===== config.mk =====
export PLATFORM = sky130hd
export DESIGN_NAME = rspo_ctrl
export DESIGN_NICKNAME = d
export VERILOG_FILES = /design/src/verilog/rspo_ctrl.v /design/src/verilog/rspo_master_tick.v /design/src/verilog/rspo_code_filter.v
export VERILOG_INCLUDE_DIRS = /design/src /design/src/verilog
export SDC_FILE = /design/constraint.sdc
export NUM_CORES = 1
export LEC_CHECK = 0
export CORE_UTILIZATION = 30
export CTS_BUF_LIST = sky130_fd_sc_hd__clkbuf_4 sky130_fd_sc_hd__clkbuf_8
export DETAILED_ROUTE_END_ITERATION = 7
export DONT_BUFFER_PORTS = 1
export REMOVE_ABC_BUFFERS = 1
export SLEW_MARGIN = 5
export SYNTH_ARGS = -nofsm -noshare
export SYNTH_HDL_FRONTEND = slang
export SYNTH_SLANG_ARGS = --single-unit

===== constraint.sdc =====
create_clock -name clk_sys -period 6.7 [get_ports clk_sys]
set_clock_uncertainty 0.05 [all_clocks]
set_input_delay 1.34 -clock clk_sys [delete_from_list [all_inputs] [get_ports clk_sys]]
set_output_delay 1.34 -clock clk_sys [all_outputs]
set_load 0.02 [all_outputs]

===== src/verilog/rspo_regs.vh =====
// constants for the resettable slow pulse output block
// included by every design file of the block; definitions only
`ifndef RSPO_REGS_VH
`define RSPO_REGS_VH

// register offsets (byte addresses, one word each)
`define RSPO_ADDR_W 4
`define RSPO_OFS_MPERIOD 4'h0
`define RSPO_OFS_STATUS 4'h4
`define RSPO_OFS_PHASE 4'h8

// register widths and reset values
`define RSPO_DATA_W 32
`define RSPO_MPERIOD_W 16
`define RSPO_MPERIOD_RST 16'h0028

// status field positions
`define RSPO_ST_OUT 0
`define RSPO_ST_STARTED 1
`define RSPO_ST_LATCH 2
`define RSPO_ST_RSTACT 3
`define RSPO_ST_CODE_LO 4
`define RSPO_ST_CODE_HI 7

// timing counts in master periods, divider steps as log2, phase counter width
`define RSPO_STARTUP_TICKS 500
`define RSPO_FILTER_TICKS 4
`define RSPO_FIXED_DIV_LOG2 10
`define RSPO_RATIO_STEP_LOG2 3
`define RSPO_PHASE_W 31

// divider select code fields
`define RSPO_CODE_W 4
`define RSPO_CODE_POL 3

`endif


===== src/verilog/rspo_ctrl.v =====
// output control of a resettable low-frequency oscillator
// assumes synchronous pin inputs and a 40 MHz clk_sys; one clock domain
//
// Behaviour
// RL1 - output held low through the whole start-up interval
// RL2 - normal polarity, reset low at start end: output starts toggling
// RL3 - normal polarity, reset high at start end: first pulse skipped
// RL4 - normal polarity: pulses keep being skipped while reset stays high
// RL5 - inverted polarity: low while code unknown, then code latched, output high
// RL6 - inverted, reset high at start end: output falls one master period later
// RL7 - inverted, reset low at start end: latch held, output stays high
// RL8 - system may assert reset to end the active interval early
// RL9 - system may hold the active interval at most half the period
// RL10 - output fed back to reset gives one short pulse per period
// RL11 - master rate near zero freezes the output at its level
// RL12 - rate change settles in under one output cycle
// RL13 - configuration picks a suitable, preferably lowest, divide ratio
// RL14 - 4-bit code sets polarity and ratio 1 to 2^21 in powers of 8
// RL15 - active reset clears latch; normal gives low, inverted gives high
// RL16 - master and dividers keep phase while reset is active
// RL17 - master passes fixed divide-by-1024 then the selected ratio
// RL18 - start-up is a master period counter, length a parameter
`timescale 1ns/1ps
`default_nettype none
`include "rspo_regs.vh"

module rspo_ctrl #(
  parameter STARTUP_TICKS = `RSPO_STARTUP_TICKS,
  parameter FILTER_TICKS = `RSPO_FILTER_TICKS,
  parameter PHASE_W = `RSPO_PHASE_W
) (
  // clock and reset
  input wire clk_sys,
  input wire resetn,
  // pins facing the system
  input wire rstIn,
  input wire [`RSPO_CODE_W-1:0] divider_select_code,
  output reg outPin,
  // register port
  input wire [`RSPO_ADDR_W-1:0] regAddr,
  input wire [`RSPO_DATA_W-1:0] regWdata,
  input wire regWe,
  input wire regRe,
  output reg [`RSPO_DATA_W-1:0] regRdata
);

  localparam SW = 10;
  localparam ST_START = 1'b0;
  localparam ST_RUN = 1'b1;

  // software-written master period, in system clocks
  reg [`RSPO_MPERIOD_W-1:0] master_period_q;

  // state
  reg state_q;
  reg [SW-1:0] startCnt_q;
  reg [`RSPO_CODE_W-1:0] code_q;
  reg [PHASE_W-1:0] phase_q;
  reg latch_q;

  wire masterTick;
  wire [`RSPO_CODE_W-1:0] codeOk;

  // derived configuration
  wire invert_select;
  wire [2:0] ratioIdx;
  wire [4:0] lowBits;
  reg [PHASE_W-1:0] lowMask;
  reg [PHASE_W-1:0] halfVal;
  wire [PHASE_W-1:0] phaseLow;
  wire riseEv;
  wire fallEv;
  wire resetActive;
  reg outNext;

  // master oscillator as a tick enable; period zero stops it
  rspo_master_tick #(
    .W(`RSPO_MPERIOD_W)
  ) u_tick (
    .clk_sys(clk_sys),
    .resetn(resetn),
    .mPeriod(master_period_q),
    .tick(masterTick)
  );

  // settled code, filtered so a moving input cannot glitch the output
  rspo_code_filter #(
    .FILT(FILTER_TICKS)
  ) u_filt (
    .clk_sys(clk_sys),
    .resetn(resetn),
    .tick(masterTick),
    .codeRaw(divider_select_code),
    .codeOk(codeOk)
  );

  // polarity is the top code bit; inverted half mirrors the ratio order
  assign invert_select = code_q[`RSPO_CODE_POL]; // RL14
  assign ratioIdx = invert_select ? ~code_q[2:0] : code_q[2:0]; // RL14

  // period is 2^(10 + 3*idx) master ticks: fixed 1024 then 8^idx
  assign lowBits = 5'd`RSPO_FIXED_DIV_LOG2 + {ratioIdx, 1'b0} + {2'b00, ratioIdx}; // RL17

  // masks follow the live code, so a ratio change acts within one cycle
  always @* begin
    lowMask = {PHASE_W{1'b1}} >> (PHASE_W[4:0] - lowBits); // RL12
    halfVal = {{(PHASE_W-1){1'b0}}, 1'b1} << (lowBits - 5'd1);
  end

  assign phaseLow = phase_q & lowMask;
  assign riseEv = (phaseLow == {PHASE_W{1'b0}});
  assign fallEv = (phaseLow == halfVal);

  // active level of the reset pin depends on polarity
  assign resetActive = invert_select ? ~rstIn : rstIn; // RL15

  // start-up counter and code capture at its end
  always @(posedge clk_sys or negedge resetn) begin
    if (!resetn) begin
      state_q <= ST_START;
      startCnt_q <= {SW{1'b0}};
      code_q <= {`RSPO_CODE_W{1'b0}};
    end else begin
      case (state_q)
        ST_START: begin
          if (masterTick) begin
            if (startCnt_q >= STARTUP_TICKS[SW-1:0] - {{(SW-1){1'b0}}, 1'b1}) begin
              state_q <= ST_RUN; // RL18
              code_q <= codeOk; // RL5
            end else begin
              startCnt_q <= startCnt_q + {{(SW-1){1'b0}}, 1'b1}; // RL18
            end
          end
        end
        ST_RUN: begin
          code_q <= codeOk; // RL12
        end
        default: begin
          state_q <= ST_START;
        end
      endcase
    end
  end

  // phase counter: held at zero in start-up, then free-running
  // it ignores the reset pin so pulse placement never shifts
  always @(posedge clk_sys or negedge resetn) begin
    if (!resetn) begin
      phase_q <= {PHASE_W{1'b0}};
    end else if (state_q == ST_RUN && masterTick) begin
      phase_q <= phase_q + {{(PHASE_W-1){1'b0}}, 1'b1}; // RL16
    end
  end

  // output state latch: set and ended by master ticks, cleared at once by active reset
  // with reset inactive, no tick means no edge, so a stalled master freezes the level
  always @(posedge clk_sys or negedge resetn) begin
    if (!resetn) begin
      latch_q <= 1'b0;
    end else if (state_q != ST_RUN) begin
      latch_q <= 1'b0; // RL1
    end else if (resetActive) begin
      latch_q <= 1'b0; // RL15 RL3 RL4 RL7 RL8 RL10
    end else if (masterTick && riseEv) begin
      latch_q <= 1'b1; // RL2 RL6
    end else if (masterTick && fallEv) begin
      latch_q <= 1'b0; // RL11
    end
  end

  // a rise while reset is active is simply lost: the pulse is skipped,
  // and reset can cut the active level short at any time

  // output buffer with optional inversion; low until code known
  always @* begin
    if (state_q != ST_RUN) begin
      outNext = 1'b0; // RL1
    end else if (invert_select) begin
      outNext = ~latch_q; // RL5
    end else begin
      outNext = latch_q;
    end
  end

  // registered pin; one clock of lag is far below a master period
  always @(posedge clk_sys or negedge resetn) begin
    if (!resetn) begin
      outPin <= 1'b0;
    end else begin
      outPin <= outNext; // RL1
    end
  end

  // register writes
  always @(posedge clk_sys or negedge resetn) begin
    if (!resetn) begin
      master_period_q <= `RSPO_MPERIOD_RST;
    end else if (regWe && regAddr == `RSPO_OFS_MPERIOD) begin
      master_period_q <= regWdata[`RSPO_MPERIOD_W-1:0]; // RL11
    end
  end

  // register reads: data stands the cycle after the strobe only
  always @(posedge clk_sys or negedge resetn) begin
    if (!resetn) begin
      regRdata <= {`RSPO_DATA_W{1'b0}};
    end else if (regRe) begin
      case (regAddr)
        `RSPO_OFS_MPERIOD: begin
          regRdata <= {{(`RSPO_DATA_W-`RSPO_MPERIOD_W){1'b0}}, master_period_q};
        end
        `RSPO_OFS_STATUS: begin
          regRdata <= {24'h000000, code_q, resetActive, latch_q, state_q, outPin};
        end
        `RSPO_OFS_PHASE: begin
          regRdata <= {{(`RSPO_DATA_W-PHASE_W){1'b0}}, phase_q};
        end
        default: begin
          regRdata <= {`RSPO_DATA_W{1'b0}}; // unmapped reads as zero
        end
      endcase
    end else begin
      regRdata <= {`RSPO_DATA_W{1'b0}};
    end
  end

endmodule // rspo_ctrl
`default_nettype wire


===== src/verilog/rspo_master_tick.v =====
// master oscillator model: one-cycle tick every mPeriod system clocks
// assumes mPeriod is steady software state; zero means stopped
`timescale 1ns/1ps
`default_nettype none
`include "rspo_regs.vh"

module rspo_master_tick #(
  parameter W = `RSPO_MPERIOD_W
) (
  // clock and reset
  input wire clk_sys,
  input wire resetn,
  // period in system clocks
  input wire [W-1:0] mPeriod,
  // master tick out
  output reg tick
);

  reg [W-1:0] cnt_q;

  // a new period acts at once on the running count, so the period in progress may be cut short or stretched
  always @(posedge clk_sys or negedge resetn) begin
    if (!resetn) begin
      cnt_q <= {W{1'b0}};
      tick <= 1'b0;
    end else if (mPeriod == {W{1'b0}}) begin
      tick <= 1'b0; // frozen: count cleared, no tick, no edge
      cnt_q <= {W{1'b0}};
    end else if (cnt_q >= mPeriod - {{(W-1){1'b0}}, 1'b1}) begin
      cnt_q <= {W{1'b0}};
      tick <= 1'b1;
    end else begin
      cnt_q <= cnt_q + {{(W-1){1'b0}}, 1'b1};
      tick <= 1'b0;
    end
  end

endmodule // rspo_master_tick
`default_nettype wire


===== src/verilog/rspo_code_filter.v =====
// digital filter on the divider select code
// a new code is accepted once it stands unchanged for FILT+1 master ticks after first being seen
`timescale 1ns/1ps
`default_nettype none
`include "rspo_regs.vh"

module rspo_code_filter #(
  parameter FILT = `RSPO_FILTER_TICKS
) (
  // clock and reset
  input wire clk_sys,
  input wire resetn,
  // master tick and raw code
  input wire tick,
  input wire [`RSPO_CODE_W-1:0] codeRaw,
  // settled code
  output reg [`RSPO_CODE_W-1:0] codeOk
);

  reg [`RSPO_CODE_W-1:0] cand_q;
  reg [7:0] stable_q;

  // restart the count whenever the candidate moves
  always @(posedge clk_sys or negedge resetn) begin
    if (!resetn) begin
      cand_q <= {`RSPO_CODE_W{1'b0}};
      stable_q <= 8'h00;
      codeOk <= {`RSPO_CODE_W{1'b0}};
    end else if (tick) begin
      if (codeRaw != cand_q) begin
        cand_q <= codeRaw;
        stable_q <= 8'h00;
      end else if (stable_q >= FILT[7:0]) begin
        codeOk <= cand_q;
      end else begin
        stable_q <= stable_q + 8'h01;
      end
    end
  end

endmodule // rspo_code_filter
`default_nettype wire


# [Yosys cells after proc, flatten, opt, wreduce, memory -nomap -nowiden]
# Index checks and enable logic that the tools add are counted.
[classes] addsub=9 n_mul=0 div=0 magnitude_cmp=3 n_eq_ne=8 n_shift=2 muxes=22 bitwise_logic=7 reduce_logical=12
[ops] operator="one-hot mux 31 bit (3 select lines)" n=1
[ops] operator="2-to-1 mux 16 bit" n=2
[ops] operator="2-to-1 mux 32 bit" n=1
[ops] operator="adder 31 x 1 -> 31 bit (second input constant)" n=1
[ops] operator="AND 31 bit" n=1
[ops] operator="equality test 31 bit" n=1
[ops] operator="zero test 31 bit" n=1
[ops] operator="<< shifter 1 x 5 -> 31 bit (first input constant)" n=1
[ops] operator="right shift 31 x 5 -> 31 bit (first input constant)" n=1
[ops] operator="adder 16 x 1 -> 16 bit (second input constant)" n=1
[ops] operator="greater-or-equal comparator 16 bit" n=1
[ops] operator="zero test 16 bit" n=1
[ops] operator="2-to-1 mux 8 bit" n=2
[ops] operator="subtractor 16 x 1 -> 16 bit (second input constant)" n=1
[ops] operator="2-to-1 mux 1 bit" n=12
[ops] operator="adder 10 x 1 -> 10 bit (second input constant)" n=1
[ops] operator="greater-or-equal comparator 10 x 9 -> 1 bit (second input constant)" n=1
[ops] operator="adder 8 x 1 -> 8 bit (second input constant)" n=1
[ops] operator="greater-or-equal comparator 8 x 3 -> 1 bit (second input constant)" n=1
[ops] operator="2-to-1 mux 4 bit" n=2
[ops] operator="one-hot mux 4 bit (2 select lines)" n=1
[ops] operator="AND reduction 2 bit" n=3
[ops] operator="AND reduction 3 bit" n=2
[ops] operator="adder 4 x 4 -> 5 bit (first input constant)" n=1
[ops] operator="other kinds (14)" n=22
[word_totals] regBits=129 latchBits=0 ram_bits=0 romBits=0 input_bits=45 out_inout_bits=33 n_memories=0

# [Depth between registers and ports, before layout]
[logic_depth] depth_word=13 mapped_depth=17

# [By module]
# Synthesis repeated with hierarchy kept, for this count alone.
[hier_totals] hier_cells=679 hier_area_um2=7113.1
[by_module_without_submodules] mod="rspo_ctrl" n_inst=1 cells_per_inst=474 area_each_um2=4949.7 seq_area_each_um2=2379.8
[by_module_without_submodules] mod="rspo_master_tick" n_inst=1 cells_per_inst=155 area_each_um2=1426.4 seq_area_each_um2=425.4
[by_module_without_submodules] mod="rspo_code_filter" n_inst=1 cells_per_inst=50 area_each_um2=737.0 seq_area_each_um2=400.4

# [Least setup slack after synthesis]
# OpenSTA, ideal clock, no wires.
[synth_timing] path_type="register -> register" start="reg code_q[0]" end="reg latch_q" arrival_time_ns=3.067 setup_slack_ns=3.462 stages_incl_launch_ff=15 n_path_buf=3 synth_period_minus_slack_ns=3.238 path_cell_list="dfrtp_1 > buf_2 > clkbuf_1 > or2_2 > nor2_1 > a21oi_1 > ha_1 > clkbuf_1 > a21oi_1 > a31o_1 > a2111oi_0 > nand3_1 > a2111oi_2 > a41oi_1 > a41o_1"
[synth_between] elab_chain_cells=12 elab_cells_between_ends=17
[synth_lines] element="start: declaration" line="rspo_ctrl.v:57" source="reg [`RSPO_CODE_W-1:0] code_q;"
[synth_lines] element="start signal: assignment" line="rspo_ctrl.v:122" source="code_q <= {`RSPO_CODE_W{1'b0}};"
[synth_lines] element="start signal: assignment" line="rspo_ctrl.v:129" source="code_q <= codeOk;"
[synth_lines] element="start signal: assignment" line="rspo_ctrl.v:136" source="code_q <= codeOk;"
[synth_lines] element="inverter 3 bit" line="rspo_ctrl.v:99" source="assign ratioIdx = invert_select ? ~code_q[2:0] : code_q[2:0];"
[synth_lines] element="2-to-1 mux 3 bit (*)" line="rspo_ctrl.v:99"
[synth_lines] element="adder 4 x 4 -> 5 bit" line="rspo_ctrl.v:102" source="assign lowBits = 5'd`RSPO_FIXED_DIV_LOG2 + {ratioIdx, 1'b0} + {2'b00, ratioIdx};"
[synth_lines] element="adder 5 x 3 -> 5 bit (*)" line="rspo_ctrl.v:102"
[synth_lines] element="subtractor 5 bit" line="rspo_ctrl.v:106" source="lowMask = {PHASE_W{1'b1}} >> (PHASE_W[4:0] - lowBits);"
[synth_lines] element="right shift 31 x 5 -> 31 bit" line="rspo_ctrl.v:106"
[synth_lines] element="AND 31 bit" line="rspo_ctrl.v:110" source="assign phaseLow = phase_q & lowMask;"
[synth_lines] element="zero test 31 bit" line="rspo_ctrl.v:111" source="assign riseEv = (phaseLow == {PHASE_W{1'b0}});"
[synth_lines] element="logical AND 1 bit" line="rspo_ctrl.v:164" source="end else if (masterTick && riseEv) begin"
[synth_lines] element="2-to-1 mux 1 bit" line="rspo_ctrl.v:164"
[synth_lines] element="2-to-1 mux 1 bit" line="rspo_ctrl.v:162" source="end else if (resetActive) begin"
[synth_lines] element="2-to-1 mux 1 bit" line="rspo_ctrl.v:160" source="end else if (state_q != ST_RUN) begin"
[synth_lines] element="end signal: assignment" line="rspo_ctrl.v:161" source="latch_q <= 1'b0;"
[synth_lines] element="end signal: assignment" line="rspo_ctrl.v:163" source="latch_q <= 1'b0;"
[synth_lines] element="end signal: assignment" line="rspo_ctrl.v:165" source="latch_q <= 1'b1;"
[synth_lines] element="end: declaration" line="rspo_ctrl.v:59" source="reg latch_q;"
# Mark *: on every way between the ends. The rest lies on a longest branch, timed or not.
# A chain may end at the register's enable or synchronous reset.

# [Worst setup path after layout]
[layout_timing] start="reg code_q[3]" end="reg latch_q"
[layout_between] elab_chain_cells=11 elab_cells_between_ends=17
[layout_lines] element="2-to-1 mux 3 bit" line="rspo_ctrl.v:99"
[layout_lines] element="adder 4 x 4 -> 5 bit" line="rspo_ctrl.v:102"
[layout_lines] element="adder 5 x 3 -> 5 bit" line="rspo_ctrl.v:102"
[layout_lines] element="subtractor 5 bit" line="rspo_ctrl.v:106"
[layout_lines] element="right shift 31 x 5 -> 31 bit" line="rspo_ctrl.v:106"
[layout_lines] element="AND 31 bit" line="rspo_ctrl.v:110"
[layout_lines] element="zero test 31 bit" line="rspo_ctrl.v:111"
[layout_lines] element="logical AND 1 bit" line="rspo_ctrl.v:164"
[layout_lines] element="2-to-1 mux 1 bit" line="rspo_ctrl.v:164"
[layout_lines] element="2-to-1 mux 1 bit" line="rspo_ctrl.v:162"
[layout_lines] element="2-to-1 mux 1 bit" line="rspo_ctrl.v:160"
# Parallel ways exist; a longest one is shown, timed or not.

==> flow_summary.json <==
{
  "rows": 55,
  "wirelength_mm": 16.5,
  "avgSynthCellArea_sq_um": 9.86,
  "cap_violations": 0,
  "reg2reg_from": "code_q[3]",
  "max_slew_margin_pct": 27.8,
  "drtAntennaViolNets": 0,
  "yosys_warnings": 0,
  "vias": 5263,
  "crit_type": "flop to flop",
  "peakVddDrop_mv": 0.106,
  "clk_latency_ns": 0.46,
  "power_frac_comb_pct": 13.7,
  "cp.arrival_ns": 4.44,
  "hold_violations": 0,
  "clockBufferDepth": 2,
  "wl_per_cell_um": 16.7,
  "core_area_sq_um": 22700,
  "dp_slack_ns": 2.70,
  "cts_root_buffer": "clkbuf_8",
  "die_area_sq_um": 23900,
  "cts_hold_buffers": 0,
  "total_power_mw": 1.75,
  "path_cells": "buf_4 > nor2_1 > a21oi_1 > ha_1 > nand3b_1 > a32oi_1 > a2111oi_0 > a2111oi_0 > nand3_1 > a2111oi_2 > a41oi_1 > a41o_1",
  "n_fill_cell": 2335,
  "synth_edf_count": 0,
  "finalCritPeriodShare_pct": 62.0,
  "worst_slack_ns": 2.55,
  "dr.pass1.iters": 7,
  "worst-path-max-fanout": 21,
  "die_x_um": 155,
  "pwr_density_cell_nw_per_um2": 231,
  "required_ns": 6.99,
  "synth.distinct_cells": 69,
  "drive_gt1_share_pct": 10.7,
  "fmax_ghz": 0.241,
  "grt_setup_unrepaired": "no",
  "p_int_mw": 1.23,
  "final-seq-area_sq_um": 3210,
  "outcome": "finished clean",
  "worst_path_largest_cell_delay_ns": 0.72,
  "synthesis.instances": 708,
  "hold_depth": 0,
  "grt_max_degree": 129,
  "reg2reg_slack_ns": 2.55,
  "sw_frac_of_total_pct": 29.8,
  "cts_sinks": 128,
  "pwr-share-clk_pct": 33.6,
  "drtIter0Drc": 432,
  "cts_resized": 0,
  "gp_congestion": 0.895,
  "grt_usage_pct": 14.7,
  "die_y_um": 155,
  "worst_path_max_delay_cell": "dfrtp_1",
  "yosysTopAreaCell": "dfrtp_1",
  "holdWs_ns": 0.337,
  "synth_top_cell_area_share_pct": 45.2,
  "grt_pass1_wl_mm": 27.5,
  "cp-start-kind": "flop",
  "hold_path_end": "startCnt_q[9]",
  "cts_tree": "built",
  "grt_pass1_vias": 5116,
  "drc": 0,
  "post-cts-setup-buffers": 0,
  "tightest_slew_ns": 1.08,
  "initial_utilization_pct": 30.7,
  "finalSetupTns_ns": 0,
  "crit-reg2reg-capture": "latch_q",
  "dp_hpwl_mm": 11.8,
  "ys_ff_latch": 128,
  "layout.cells.non_filler": 993,
  "antenna_found_initial": 1,
  "synth_area_sq_um": 6980,
  "fin_crit_ns": 4.15,
  "n_antenna_cell": 0,
  "leakage_nw": 3.30,
  "synth_ff_type": "dfrtp_1",
  "nets": 764,
  "hp-start": "startCnt_q[9]",
  "area_delta_synth_final_pct": 8.31,
  "cts_max_level": 4,
  "worst-r2r-cell-count": 12,
  "synth-seq-area-share_pct": 45.9,
  "power_frac_seq_pct": 52.6,
  "placedCellCount": 961,
  "hold_path.class": "flop to flop",
  "ys_top_cells_by_area": "dfrtp_1, xnor2_1, mux2_2",
  "ioPinCount": 78,
  "yosys-top-cells-count": "dfrtp_1, nor2_1, nand2_1, xnor2_1, and3_1",
  "drv_slew": 0,
  "yosysMostFrequentCell": "dfrtp_1",
  "worst_setup_path_end_kind": "flop",
  "cts.clk_slew.worst_paths_ns": 0.09,
  "synthArstFlopShare_pct": 100,
  "cts_buffers": 17,
  "multiInputGateArea_sq_um": 3570,
  "critPathMostFrequentCell": "a2111oi_0",
  "setup_viol": 0,
  "grt_overflow_total": 0,
  "port_buffers": 0,
  "switchingPower_mw": 0.522,
  "viasPerCell": 5.30
}
==> power groups by stage <==
| stage | combinational, mW | clock (mW) | sequential, mW |
|---|---|---|---|
| global placement | 0.232 | 0 | 0.937 |
| global route | 0.283 | 0.643 | 0.934 |
| finish | 0.240 | 0.589 | 0.922 |
| detailed placement | 0.239 | 0 | 0.938 |
| CTS | 0.244 | 0.612 | 0.922 |
| floorplan | 0.204 | 0 | 0.912 |
==> critical path, delay by kind of cell, from the launching register on <==
family | cells | cell delay, ns
flip-flops | 1 | 0.72
adder cells (fa/ha/maj) | 1 | 0.65
AO/OA/AOI/OAI | 7 | 1.91
buffers and inverters | 1 | 0.33
AND/OR/NAND/NOR | 3 | 0.36
==> through the flow <==
step | util [%] | area, sq um
floorplan | - | 6830
global placement | 31.8 | 7230
detailed placement | 31.8 | 7230
CTS | 33.3 | 7560
global route | 33.3 | 7560
finish | 33.3 | 7560
==> routing by layer <==
| layer | part of all wire (%) | global-route usage [%] |
|---|---|---|
| met5 | 0.079 | 0 |
| met4 | 1.3 | 4.43 |
| met3 | 6.2 | 4.82 |
| met2 | 45 | 22.4 |
| met1 | 48 | 19.8 |
==> worst max-delay path by stage <==
stage / startpoint / endpoint / slack [ns] / cells after the start
finish: code_q[3] / latch_q / 2.55 / 12
global route: code_q[3] / latch_q / 2.19 / 12
CTS: code_q[3] / latch_q / 2.67 / 12
detailed placement: code_q[3] / latch_q / 2.70 / 12
global placement: code_q[3] / latch_q / 2.70 / 12
floorplan: regAddr[1] / regRdata[0] / 2.61 / 3
==> flip-flops by register name (all words and copies together) (netlist names) <==
register,cells
phase_q,31
regRdata,31
master_period_q,16
u_tick.cnt_q,16
startCnt_q,10
u_filt.stable_q,8
code_q,4
u_filt.cand_q,4
u_filt.codeOk,4
latch_q,1
outPin,1
state_q,1
u_tick.tick,1
==> layout make-up <==
type | count | area share, %
Multi-Input combinational cell | 526 | 47.2
Clock buffer | 18 | 3.19
Timing Repair Buffer | 4 | 0.397
Tap cell | 285 | 4.71
Inverter | 18 | 0.893
Sequential cell | 128 | 42.4
Clock inverter | 14 | 1.22
==> kinds of logic after synthesis <==
| family | Yosys count | synth area share, % |
|---|---|---|
| compound gates | 126 | 12.6 |
| xor+xnor | 73 | 9.16 |
| fa+ha+maj | 24 | 4.30 |
| buf+inv | 54 | 3.15 |
| flops | 128 | 45.9 |
| mux | 28 | 4.50 |
| other cells | 1 | 0.0537 |
| simple gates | 274 | 20.3 |
==> placed cells by master, fill, tap and decap left out, types with 4 or more instances in the layout <==
cell / synthesis / final
a22oi_1: 10 / 10
o21ai_0: 27 / 27
a31oi_1: 6 / 6
a211oi_1: 5 / 5
a21oi_1: 22 / 22
clkbuf_8: 0 / 17
nor4_1: 6 / 6
a21o_1: 5 / 5
nand3_1: 28 / 28
buf_4: 2 / 4
or2_2: 4 / 4
nor3_1: 15 / 15
ha_1: 24 / 24
and2_1: 6 / 6
and4_1: 6 / 6
nand4_1: 12 / 12
nand2_1: 49 / 49
nor2_1: 73 / 73
xnor2_1: 49 / 49
and3_1: 29 / 29
a222oi_1: 7 / 7
mux2_2: 27 / 27
inv_1: 18 / 18
clkinv_2: 0 / 7
o211ai_1: 5 / 5
xor2_1: 24 / 24
nand2b_1: 14 / 14
nand3b_1: 4 / 4
dfrtp_1: 126 / 126
nor2b_1: 10 / 10
No activity file was read; power rests on OpenSTA's default activity.
